## src/verilog/lcd_map.vh

```
// register map, field positions and timing constants of the segment display controller
`ifndef LCD_MAP_VH
`define LCD_MAP_VH

`define REG_CTRL        8'h00
`define REG_SEL_A       8'h04
`define REG_SEL_B       8'h08
`define REG_BANK        8'h0C
`define REG_PTR         8'h10
`define REG_IND_DATA    8'h14
`define REG_DIR_ADDR    8'h18
`define REG_DIR_DATA    8'h1C
`define REG_POWER       8'h20
`define REG_STATUS      8'h24

`define CTRL_EN         0
`define CTRL_DUTY_LO    1
`define CTRL_DUTY_HI    2
`define CTRL_BIAS       3
`define CTRL_RSEL_LO    4
`define CTRL_RSEL_HI    5
`define CTRL_TYPE       6
`define CTRL_LED_SELECT_BIT     7
`define CTRL_RESET      8'h00
`define SEL_A_RESET     8'h00
`define SEL_B_RESET     8'h00
`define BANK_RESET      8'h00
`define PTR_RESET       8'h00
`define POWER_RESET     8'h00

`define POWER_MODE_LO   0
`define POWER_MODE_HI   1
`define POWER_IDLE_MODE_ENABLE     2

`define MODE_NORMAL     2'h0
`define MODE_SLOW       2'h1
`define MODE_IDLE       2'h2
`define MODE_SLEEP      2'h3

`define DUTY_HALF       2'h0
`define DUTY_THIRD      2'h1
`define DUTY_QUARTER    2'h2

`define DISP_START      8'h40
`define DISP_END        8'h60
`define DISP_DEPTH      33
`define DISP_AW         6
`define GP_DEPTH        256
`define GP_AW           8

`define SUB_DIV         8

`define LVL_VSS         2'h0
`define LVL_VC          2'h1
`define LVL_VB          2'h2
`define LVL_VA          2'h3

`endif

```

## src/verilog/segment_lcd_driver_control.v

```verilog
// segment display controller: apb registers, banked display memory, scan and drive codes
//
// Notes on behaviour
// - display area 40H-60H scanned continuously
// - display area is its own bank one
// - bank bit zero reaches general memory only
// - bank one indirect 40H-60H hits display
// - direct access always reaches bank zero
// - quarter duty four commons, third three
// - enable ignored in sleep, display off
// - reset high on sleep without idle, disable
// - control holds duty, bias, resistors, enable
// - two bits pick bias resistor value
// - type bit picks waveform A or B
// - logic segment pins follow display memory
// - pins 0-7, 8-15 switch as groups
// - pins 16-23 each selectable
// - scan clock is sub clock over eight
// - duty gives two, three, four slots
// - bias bit picks half or third
//
// The implementer's own choices: the APB register port and the register offsets.
`timescale 1ns/1ps
`default_nettype none
`include "lcd_map.vh"
module segment_lcd_driver_control #(
    parameter SEG_COUNT = `DISP_DEPTH,
    parameter SUB_DIV   = `SUB_DIV
) (
    input  wire                   clk,
    input  wire                   rst,
    input  wire                   psel,
    input  wire                   penable,
    input  wire                   pwrite,
    input  wire [7:0]             paddr,
    input  wire [31:0]            pwdata,
    output reg  [31:0]            prdata,
    output wire                   pready,
    output wire                   pslverr,
    input  wire                   sub_clock,
    output reg  [7:0]             com_drive,
    output reg  [2*SEG_COUNT-1:0] seg_drive,
    output reg  [23:0]            seg_logic_out,
    output reg  [23:0]            seg_logic_en,
    output wire                   display_reset_signal,
    output wire                   display_active,
    output wire                   bias_third_sel,
    output wire [1:0]             bias_resistor_sel,
    output wire                   waveform_type_b
);
    reg  [7:0]  display_control_reg;
    reg  [7:0]  segment_function_select_a;
    reg  [7:0]  segment_function_select_b;
    reg  [7:0]  bank_select_pointer;
    reg  [7:0]  indirect_pointer_two;
    reg  [7:0]  direct_address;
    reg  [7:0]  power_mode;
    reg         read_done;

    wire        display_enable_bit      = display_control_reg[`CTRL_EN];
    wire        display_enable_inverted = ~display_enable_bit;
    wire [1:0]  duty                    = display_control_reg[`CTRL_DUTY_HI:`CTRL_DUTY_LO];
    wire        led_select_bit          = display_control_reg[`CTRL_LED_SELECT_BIT];
    wire [1:0]  mode                    = power_mode[`POWER_MODE_HI:`POWER_MODE_LO];
    wire        idle_mode_enable        = power_mode[`POWER_IDLE_MODE_ENABLE];
    wire        sleeping                = (mode == `MODE_SLEEP);

    // analogue side controls straight from the control register
    assign bias_third_sel    = display_control_reg[`CTRL_BIAS];
    assign bias_resistor_sel = {display_control_reg[`CTRL_RSEL_HI],
                                display_control_reg[`CTRL_RSEL_LO]};
    assign waveform_type_b   = display_control_reg[`CTRL_TYPE];

    assign display_reset_signal = (sleeping & ~idle_mode_enable) | display_enable_inverted;
    assign display_active = display_enable_bit & ~sleeping & ~led_select_bit;

    // ---------------- apb decode ----------------
    wire access   = psel & penable;
    wire is_read  = access & ~pwrite;
    wire is_write = access & pwrite;
    reg  mapped;

    always @* begin
        case (paddr)
            `REG_CTRL, `REG_SEL_A, `REG_SEL_B, `REG_BANK, `REG_PTR,
            `REG_IND_DATA, `REG_DIR_ADDR, `REG_DIR_DATA, `REG_POWER, `REG_STATUS: mapped = 1'b1;
            default: mapped = 1'b0;
        endcase
    end

    // reads wait one cycle so memory data is registered before it is returned
    assign pready  = pwrite | read_done;
    assign pslverr = access & pready & ~mapped;

    // ---------------- memory routing ----------------
    wire ind_in_disp = (indirect_pointer_two >= `DISP_START) && (indirect_pointer_two <= `DISP_END);
    wire ind_to_disp = bank_select_pointer[0] & ind_in_disp;
    wire ind_to_none = bank_select_pointer[0] & ~ind_in_disp;
    wire ind_sel     = (paddr == `REG_IND_DATA);
    wire dir_sel     = (paddr == `REG_DIR_DATA);

    wire [`GP_AW-1:0]   gp_addr   = dir_sel ? direct_address : indirect_pointer_two;
    wire                gp_we     = is_write & (dir_sel | (ind_sel & ~bank_select_pointer[0]));
    wire [7:0]          disp_off  = indirect_pointer_two - `DISP_START;
    wire [`DISP_AW-1:0] disp_addr = disp_off[`DISP_AW-1:0];
    wire                disp_we   = is_write & ind_sel & ind_to_disp;
    wire [7:0]          gp_q;
    wire [7:0]          disp_q;
    wire [7:0]          scan_q;
    reg  [`DISP_AW-1:0] fetch_addr;

    display_ram #(
        .WIDTH (8),
        .DEPTH (`GP_DEPTH),
        .AW    (`GP_AW)
    ) gp_mem (
        .clk     (clk),
        .rst     (rst),
        .a_we    (gp_we),
        .a_addr  (gp_addr),
        .a_wdata (pwdata[7:0]),
        .a_rdata (gp_q),
        .b_addr  ({`GP_AW{1'b0}}),
        .b_rdata ()
    );

    display_ram #(
        .WIDTH (8),
        .DEPTH (`DISP_DEPTH),
        .AW    (`DISP_AW)
    ) disp_mem (
        .clk     (clk),
        .rst     (rst),
        .a_we    (disp_we),
        .a_addr  (disp_addr),
        .a_wdata (pwdata[7:0]),
        .a_rdata (disp_q),
        .b_addr  (fetch_addr),
        .b_rdata (scan_q)
    );

    // ---------------- scan state ----------------
    reg [2:0] div_count;
    reg       sub_prev;
    reg [1:0] com_index;
    reg       phase;
    reg       frame_pol;
    reg       fetching;
    reg       capture;
    reg [`DISP_AW-1:0] capture_addr;
    reg [SEG_COUNT-1:0] seg_bits;
    reg [23:0] logic_bits;

    wire [1:0] com_count = (duty == `DUTY_HALF) ? 2'd1 :
                           (duty == `DUTY_THIRD) ? 2'd2 : 2'd3;
    wire sub_rise  = sub_clock & ~sub_prev;
    wire scan_tick = sub_rise && (div_count == SUB_DIV - 1);
    wire slot_end  = waveform_type_b | phase;
    wire pol       = waveform_type_b ? frame_pol : ~phase;

    // ---------------- register writes ----------------
    always @(posedge clk or posedge rst) begin
        if (rst) begin
            display_control_reg       <= `CTRL_RESET;
            segment_function_select_a <= `SEL_A_RESET;
            segment_function_select_b <= `SEL_B_RESET;
            bank_select_pointer       <= `BANK_RESET;
            indirect_pointer_two      <= `PTR_RESET;
            direct_address            <= `PTR_RESET;
            power_mode                <= `POWER_RESET;
        end else if (is_write) begin
            case (paddr)
                `REG_CTRL:     display_control_reg       <= pwdata[7:0];
                `REG_SEL_A:    segment_function_select_a <= {6'h00, pwdata[1:0]};
                `REG_SEL_B:    segment_function_select_b <= pwdata[7:0];
                `REG_BANK:     bank_select_pointer       <= pwdata[7:0];
                `REG_PTR:      indirect_pointer_two      <= pwdata[7:0];
                `REG_DIR_ADDR: direct_address            <= pwdata[7:0];
                `REG_POWER:    power_mode                <= {5'h00, pwdata[2:0]};
                default:       ;
            endcase
        end
    end

    // ---------------- read path ----------------
    reg [7:0] read_value;

    always @* begin
        case (paddr)
            `REG_CTRL:     read_value = display_control_reg;
            `REG_SEL_A:    read_value = segment_function_select_a;
            `REG_SEL_B:    read_value = segment_function_select_b;
            `REG_BANK:     read_value = bank_select_pointer;
            `REG_PTR:      read_value = indirect_pointer_two;
            `REG_IND_DATA: read_value = ind_to_disp ? disp_q : (ind_to_none ? 8'h00 : gp_q);
            `REG_DIR_ADDR: read_value = direct_address;
            `REG_DIR_DATA: read_value = gp_q;
            `REG_POWER:    read_value = power_mode;
            `REG_STATUS:   read_value = {frame_pol, phase, com_index, fetching,
                                         led_select_bit, display_active, display_reset_signal};
            default:       read_value = 8'h00;
        endcase
    end

    always @(posedge clk or posedge rst) begin
        if (rst) begin
            prdata    <= 32'h0000_0000;
            read_done <= 1'b0;
        end else if (is_read && !read_done) begin
            prdata    <= {24'h00_0000, read_value};
            read_done <= 1'b1;
        end else begin
            read_done <= 1'b0;
        end
    end

    // ---------------- divider and slot sequencing ----------------
    always @(posedge clk or posedge rst) begin
        if (rst) begin
            sub_prev  <= 1'b0;
            div_count <= 3'd0;
            com_index <= 2'd0;
            phase     <= 1'b0;
            frame_pol <= 1'b0;
        end else begin
            sub_prev <= sub_clock;
            if (display_reset_signal) begin
                div_count <= 3'd0;
                com_index <= 2'd0;
                phase     <= 1'b0;
                frame_pol <= 1'b0;
            end else if (display_active && sub_rise) begin
                div_count <= (div_count == SUB_DIV - 1) ? 3'd0 : div_count + 3'd1;
                if (scan_tick) begin
                    phase <= waveform_type_b ? 1'b0 : ~phase;
                    if (slot_end) begin
                        if (com_index >= com_count) begin
                            com_index <= 2'd0;
                            frame_pol <= ~frame_pol;
                        end else begin
                            com_index <= com_index + 2'd1;
                        end
                    end
                end
            end
        end
    end

    // ---------------- memory fetch per slot ----------------
    wire start_fetch = scan_tick & display_active & slot_end;

    always @(posedge clk or posedge rst) begin
        if (rst) begin
            fetching     <= 1'b1;
            fetch_addr   <= {`DISP_AW{1'b0}};
            capture      <= 1'b0;
            capture_addr <= {`DISP_AW{1'b0}};
        end else begin
            capture      <= fetching;
            capture_addr <= fetch_addr;
            if (start_fetch) begin
                fetching   <= 1'b1;
                fetch_addr <= {`DISP_AW{1'b0}};
            end else if (fetching) begin
                if (fetch_addr == SEG_COUNT - 1) begin
                    fetching <= 1'b0;
                end else begin
                    fetch_addr <= fetch_addr + 1'b1;
                end
            end else begin
                // idle sweeps keep logic outputs tracking memory
                fetching   <= 1'b1;
                fetch_addr <= {`DISP_AW{1'b0}};
            end
        end
    end

    // the slot being fetched is the one after a slot end
    reg [1:0] fetch_com;

    always @(posedge clk or posedge rst) begin
        if (rst) begin
            fetch_com <= 2'd0;
        end else if (display_reset_signal) begin
            // restart in step with the cleared slot counter
            fetch_com <= 2'd0;
        end else if (start_fetch) begin
            fetch_com <= (com_index >= com_count) ? 2'd0 : com_index + 2'd1;
        end
    end

    genvar i;
    generate
        for (i = 0; i < SEG_COUNT; i = i + 1) begin : g_seg
            wire on = seg_bits[i];
            reg  [1:0] level;
            always @* begin
                if (bias_third_sel) begin
                    level = on ? (pol ? `LVL_VSS : `LVL_VA) : (pol ? `LVL_VB : `LVL_VC);
                end else begin
                    level = on ? (pol ? `LVL_VSS : `LVL_VA) : (pol ? `LVL_VA : `LVL_VSS);
                end
            end
            always @(posedge clk or posedge rst) begin
                if (rst) begin
                    seg_bits[i]         <= 1'b0;
                    seg_drive[2*i+1:2*i] <= `LVL_VSS;
                end else begin
                    if (capture && capture_addr == i) begin
                        seg_bits[i] <= scan_q[fetch_com];
                    end
                    seg_drive[2*i+1:2*i] <= display_active ? level : `LVL_VSS;
                end
            end
            if (i < 24) begin : g_logic
                wire logic_sel = (i < 8)  ? segment_function_select_a[0] :
                                 (i < 16) ? segment_function_select_a[1] :
                                            segment_function_select_b[i % 8];
                always @(posedge clk or posedge rst) begin
                    if (rst) begin
                        logic_bits[i]    <= 1'b0;
                        seg_logic_out[i] <= 1'b0;
                        seg_logic_en[i]  <= 1'b0;
                    end else begin
                        if (capture && capture_addr == i) begin
                            logic_bits[i] <= scan_q[0];
                        end
                        seg_logic_en[i]  <= logic_sel;
                        seg_logic_out[i] <= logic_sel & logic_bits[i];
                    end
                end
            end
        end
    endgenerate

    // ---------------- common drive ----------------
    genvar c;
    generate
        for (c = 0; c < 4; c = c + 1) begin : g_com
            reg [1:0] clevel;
            always @* begin
                if (c > com_count) begin
                    clevel = `LVL_VSS;
                end else if (c == com_index) begin
                    clevel = pol ? `LVL_VA : `LVL_VSS;
                end else if (bias_third_sel) begin
                    clevel = pol ? `LVL_VC : `LVL_VB;
                end else begin
                    clevel = `LVL_VB;
                end
            end
            always @(posedge clk or posedge rst) begin
                if (rst) begin
                    com_drive[2*c+1:2*c] <= `LVL_VSS;
                end else begin
                    com_drive[2*c+1:2*c] <= display_active ? clevel : `LVL_VSS;
                end
            end
        end
    endgenerate
endmodule
`default_nettype wire

```

## src/verilog/display_ram.v

```verilog
// small byte memory, one read/write port and one read-only scan port, registered reads
`timescale 1ns/1ps
`default_nettype none
module display_ram #(
    parameter WIDTH = 8,
    parameter DEPTH = 33,
    parameter AW    = 6
) (
    input  wire             clk,
    input  wire             rst,
    input  wire             a_we,
    input  wire [AW-1:0]    a_addr,
    input  wire [WIDTH-1:0] a_wdata,
    output reg  [WIDTH-1:0] a_rdata,
    input  wire [AW-1:0]    b_addr,
    output reg  [WIDTH-1:0] b_rdata
);
    reg [WIDTH-1:0] mem [0:DEPTH-1];

    always @(posedge clk) begin
        if (a_we && (a_addr < DEPTH)) begin
            mem[a_addr] <= a_wdata;
        end
    end

    always @(posedge clk or posedge rst) begin
        if (rst) begin
            a_rdata <= {WIDTH{1'b0}};
            b_rdata <= {WIDTH{1'b0}};
        end else begin
            a_rdata <= (a_addr < DEPTH) ? mem[a_addr] : {WIDTH{1'b0}};
            b_rdata <= (b_addr < DEPTH) ? mem[b_addr] : {WIDTH{1'b0}};
        end
    end
endmodule
`default_nettype wire

```

## config.mk

```make
export PLATFORM = sky130hd
export DESIGN_NAME = segment_lcd_driver_control
export DESIGN_NICKNAME = d
export VERILOG_FILES = /design/src/verilog/segment_lcd_driver_control.v /design/src/verilog/display_ram.v
export VERILOG_INCLUDE_DIRS = /design/src /design/src/verilog
export SDC_FILE = /design/constraint.sdc
export NUM_CORES = 2
export LEC_CHECK = 0
export ABC_AREA = 1
export BUFFER_PORTS_ARGS = -buffer_cell sky130_fd_sc_hd__buf_2
export CORE_MARGIN = 4
export CORE_UTILIZATION = 64
export CTS_CLUSTER_SIZE = 8
export DETAILED_ROUTE_END_ITERATION = 6
export PLACE_DENSITY_LB_ADDON = 0.1
export SETUP_SLACK_MARGIN = 0.5
export SLEW_MARGIN = 15
export SYNTH_ARGS = -nofsm -noshare
export SYNTH_HDL_FRONTEND = slang
export SYNTH_SLANG_ARGS = --single-unit
```

## constraint.sdc

```tcl
create_clock -name clk -period 15 [get_ports clk]
set_clock_uncertainty 0.05 [all_clocks]
set_input_delay 3 -clock clk [delete_from_list [all_inputs] [get_ports clk]]
set_output_delay 3 -clock clk [all_outputs]
set_load 0.005 [all_outputs]
```

* Word-level counts from Yosys, hierarchy flattened
Memory sizes are Yosys's and may differ from the RTL's. A register that Yosys moved wholly into a read port is not among the register bits.
Cells that the tools add are included.
** Cells by class
- Order comparisons :: 9
- Add/subtract/negate cells :: 4
- Bitwise logic cells :: 56
- Muxes and demuxes :: 190
- Reduce and logical (&&, ||, !) cells :: 59
- Eq/ne operators :: 49
** Operators with widths (count)
- $mux 2 :: 156
- $eq 6x5->1 const B :: 16
- $pmux 8 s10 :: 1
- $eq 6x4->1 const B :: 8
- $and 1x1->1 :: 41
- $logic_and 1x1->1 :: 38
- $eq 8x5->1 const B :: 4
- $mux 8 :: 4
- $eq 6x3->1 const B :: 4
- $mux 1 :: 21
- $mux 6 :: 3
- $eq 8x4->1 const B :: 2
- $eq 8x6->1 const B :: 2
- $reduce_and 2->1 :: 8
- $eq 6x2->1 const B :: 2
- $eq 6x6->1 const B :: 2
- $lt 6x6->1 const B :: 2
- $not 1->1 :: 11
- $reduce_bool 2->1 :: 5
- $reduce_or 10->1 :: 1
- $mux 3 :: 3
- $eq 8x3->1 const B :: 1
- $ge 8x7->1 const B :: 1
- $le 8x7->1 const B :: 1
- 24 further kinds :: 30
** Word-level totals
- Register bits :: 255
- Bits of input ports :: 46
- Bits in writable memories :: 2312
- Memories :: 2
** Memories
- gp_mem.mem :: depth 256, width 8, rd ports 1, clocked after Yosys merged registers in 1, wr ports 1, RTL line display_ram.v:18 : reg [WIDTH-1:0] mem [0:DEPTH-1];
- disp_mem.mem :: depth 33, width 8, rd ports 2, clocked after Yosys merged registers in 0, wr ports 1, RTL line display_ram.v:18

* Longest topological paths before layout
- Depth in word-level cells :: 9
- Depth in mapped cells :: 21
- Mapped depth without buffers :: 18

* Hierarchy
A second synthesis with hierarchy kept.
** Second synthesis, totals
- Cell total of the unflattened synthesis :: 14234
- Area, all modules :: 126616.4 um^2
** Modules (own cells, without submodules)
- display_ram at gp_mem :: sequential area each 61899.4 um^2, area an instance 100911.8 um^2, times used 1, cells each 11279
- display_ram at disp_mem :: sequential area each 8328.0 um^2, area an instance 14547.7 um^2, times used 1, cells each 1737
- segment_lcd_driver_control :: sequential area each 6082.1 um^2, area an instance 11157.0 um^2, times used 1, cells each 1218

* Worst setup path after synthesis
No wires, ideal clock.
- Kind :: input -> output
- From :: in paddr[6]
- To :: out pslverr
- Data arrival time :: 4063 ps
- Required time :: 11950 ps
- Cell stages on the path :: 8
- Slack :: 7887 ps
- Cell sequence :: inv_1 > nand2_1 > nor3_1 > nand2_1 > clkinv_1 > nor4_1 > nand4_1 > nor4_1
** On the way
- Cells in the longest elaborated chain, start to end :: 5
- Elaborated cells between the ends (all ways) :: 14
** Ends and longest elaborated chain
- start: declaration :: RTL line segment_lcd_driver_control.v:35 : input wire [7:0] paddr,
- $eq 8x5->1, or another cell as far along :: RTL line segment_lcd_driver_control.v:84 : case (paddr)
- $reduce_or 10->1 (*) :: RTL line segment_lcd_driver_control.v:84
- $mux 1 (*) :: RTL line segment_lcd_driver_control.v:84
- $not 1->1 (*) :: RTL line segment_lcd_driver_control.v:93 : assign pslverr = access & pready & ~mapped;
- $and 1x1->1 (*) :: RTL line segment_lcd_driver_control.v:93
- end: declaration :: RTL line segment_lcd_driver_control.v:39 : output wire pslverr,
Every way passes the cells marked *; elsewhere a longest branch is shown, timed or not.

* Worst setup path in the final report
- From :: in paddr[1]
- To :: reg gp_mem.a_rdata[0], read port of gp_mem.mem
** On the way
- Cells in the longest elaborated chain, start to end :: 2
** Ends and longest elaborated chain
- $eq 8x5->1
- $mux 8 :: RTL line segment_lcd_driver_control.v:102 : wire [`GP_AW-1:0] gp_addr = dir_sel ? direct_address : indirect_pointer_two;
- end: declaration :: RTL line display_ram.v:14 : output reg [WIDTH-1:0] a_rdata,
Every way passes these cells.
A chain may end at the register's enable or synchronous reset.

==> run summary <==
Synth async-reset ratio: 0.1021
Pin count of the biggest net entering global routing: 225
Max Slew Vio Count: 0
WS Path Type: in -> reg
Critical path required time: 15.70 ns
Setup WS post-layout: 7.085 ns
Layout cells sized above 1: 0.06760
Starting Density: 0.6469
Max_slew headroom: 0.1702
Area of the multi-input gates: 0.02927 mm^2
Final core utilization: 0.7166
Period utilization: 0.5277
First-pass DRT Iterations: 6
Final setup vio count: 0
Cts repair resizes: 0
Root Driver: clkbuf_16
Most frequent cells in the layout: nand2_1 (5325), edfxtp_1 (2312), nor2_1 (482)
Cell area power density: 128.0 mW/mm^2
Initial DRC count: 10160
Post-synthesis compound-gate area fraction: 0.03211
Tot Pwr: 15.41 mW
WL met3: 31980 um
Synth Instances: 10400
WL met2: 130500 um
Nets: 10590
Clock transition at the registers of the reported paths: 0.05 ns
Routed via count: 74990
Post-CTS setup-driven buffer insertion count: 0
Least-Margin Pin Slew: 1.245 ns
IO buf count: 159
Outcome: finished clean
Fmax: 0.1263 GHz
# IOs: 208
Post-Synth Adder-Cell Area: 0.008176
Synth Flop Type: edfxtp_1
Reg with most FFs: gp_mem.mem
Die span in y: 420.0 um
WL per Instance: 22.34 um
Startpoint Class: primary input
Skew-Pair Late Insertion Delay: 0.93 ns
Post-synthesis xor/xnor area fraction: 0.0003224
DR DRC count: 0
CTS Buf Count: 371
VDD IR-drop max: 0.1295 mV
Post-Syn Area: 0.1087 mm^2
GRT overflow: 0
Leak: 49.50 nW
First-pass GRT wire length: 428200 um
Mux cell area share after synthesis: 0.0006218
Largest family of logic cells by synthesized area: simple AND/OR/NAND/NOR gates
DR top layer: met4
WHS Path Cells: 0
Setup TNS: 0 ns
Fin. Hold Viols: 0
Max Cap Viol: 0
Leading registers by flop count: gp_mem.mem: 2048 flops, disp_mem.mem: 264 flops, seg_drive: 66 flops
Metal-1 WL: 110000 um
Number of synthesized flops with an enable pin: 2312
CP Capture Type: flop
Hold Path Class: reg -> reg
Simple-Gate Fraction of Synth Area: 0.2260
Placed cell count: 12310
Drt via density: 5.888
Number of distinct library cells after synthesis: 52
CTS Hold Buffers Added: 0
CP max FO: 93
DRT Wirelength: 284600 um
Largest register FFs: 2048
Core footprint: 0.1680 mm^2
Die footprint: 0.1764 mm^2
Unrepaired setup endpoints after global routing: false
Critical Path AT: 8.62 ns
Most common cell after layout, fill and taps aside: nand2_1
Post-detail-place hpwl: 157800 um
GRT Util Overall: 0.3216
# fillers: 11690
Die X: 420.0 um
Placer Congestion: 0.9382
Initial antenna violation count: 13
#FFs+latches synth: 2575
Fin crit period: 7.915 ns
Area Growth Syn to Fin: 10.78%
Pre-CTS WS: 6.253 ns
Synth warn: 0
CTS HTree Levels: 5
Fin cells: 12740
Register area share after synthesis: 0.6996
TritonCTS clock tree: built
Number of global-route vias before repair: 72100
Clock Sink Count: 2575
Antenna-violating nets left: 0
Max clock buf depth: 4
Reg2reg path depth: 17
Syn_area_per_cell: 10.44 um^2
Num rows: 150
Reg area: 0.07601 mm^2
cell type report:
type                    count  share of cell area
diodes                      1          0.00002079
clock buffers             426             0.07973
clock inverters             4           0.0003534
inverters                 243            0.007702
multi-input cells        7024              0.2432
flip-flops and latches   2575              0.6315
well taps                2204             0.02291
repair buffers            260             0.01461
routing by layer:
metal,track usage,vias to the layer above
met5,0,-
met4,0.1352,0
met3,0.06954,685
met2,0.4948,4110
met1,0.4508,35680
li1,-,34520
synthesized netlist by cell type (6+ instances only):
cell type / number / share of area
o211ai_1: 22 / 0.0015
nand3_1: 414 / 0.019
o21ai_2: 6 / 0.00048
mux2_2: 6 / 0.00062
nor2_1: 485 / 0.017
o22ai_1: 21 / 0.0012
buf_2: 238 / 0.011
a22oi_1: 15 / 0.0010
a21oi_1: 66 / 0.0030
o41ai_1: 11 / 0.00089
a32o_1: 10 / 0.00092
dfrtp_1: 262 / 0.060
o21ai_1: 123 / 0.0057
inv_2: 7 / 0.00024
edfxtp_1: 2312 / 0.64
inv_1: 228 / 0.0079
a31oi_1: 7 / 0.00040
nand2_1: 5340 / 0.18
a211oi_1: 31 / 0.0021
o21ai_0: 200 / 0.0092
a22o_1: 19 / 0.0015
buf_1: 66 / 0.0023
buf_4: 45 / 0.0031
a221oi_1: 34 / 0.0027
nand4_1: 23 / 0.0013
ha_1: 71 / 0.0082
clkinv_1: 8 / 0.00028
clkbuf_1: 228 / 0.0079
nor3_1: 48 / 0.0022
metrics by stage:
step / instance area [um^2] / hold slack (ns)
2_1_floorplan: 108700 / 0.3019
3_3_place_gp: 110700 / 0.3889
3_5_place_dp: 110700 / 0.3857
4_1_cts: 120400 / 0.3928
5_1_grt: 120400 / 0.3995
6_report: 120400 / 0.3906
critical path, cell delays in order:
cell and delay (ns):
buf_2 0.09, inv_1 0.04, nand2_1 0.12, nor2_4 0.28, nand2_4 0.24, nand2_2 0.83, nand2_4 0.87, buf_4 0.64
buf_4 0.54, nand2_1 0.16, nand2_1 0.07, nand2_1 0.07, nand2_1 0.09, nand2_1 0.06, nand2_1 0.11, o21ai_1 0.22
nand2_1 0.21, nor2_1 0.15, nor2_1 0.05, nor2_1 0.33, nand2_1 0.22
kinds of logic after synthesis:
logic type | count (synthesis)
compound gates | 581
xor+xnor | 4
fa+ha+maj | 71
buf+inv | 827
flops | 2575
mux | 6
other cells | 1
simple gates | 6338
where the power goes:
part           internal, mW  switching, mW
registers              7.84        0.00690
logic                0.0682          0.306
clock network          4.40           2.78
total                  12.3           3.09
worst paths after layout:
kind | from | to | slack, ns
max in group asynchronous | rst | fetch_addr[1] | 11.14
setup / recovery | paddr[1] | gp_mem.a_rdata[0] | 7.08
setup reg to reg | indirect_pointer_two[0] | gp_mem.a_rdata[0] | 9.08
min in group asynchronous | rst | seg_drive[39] | 2.22
hold reg to reg | fetching | capture | 0.39
hold / removal | fetching | capture | 0.39
Power figures use the tool's default switching activity.
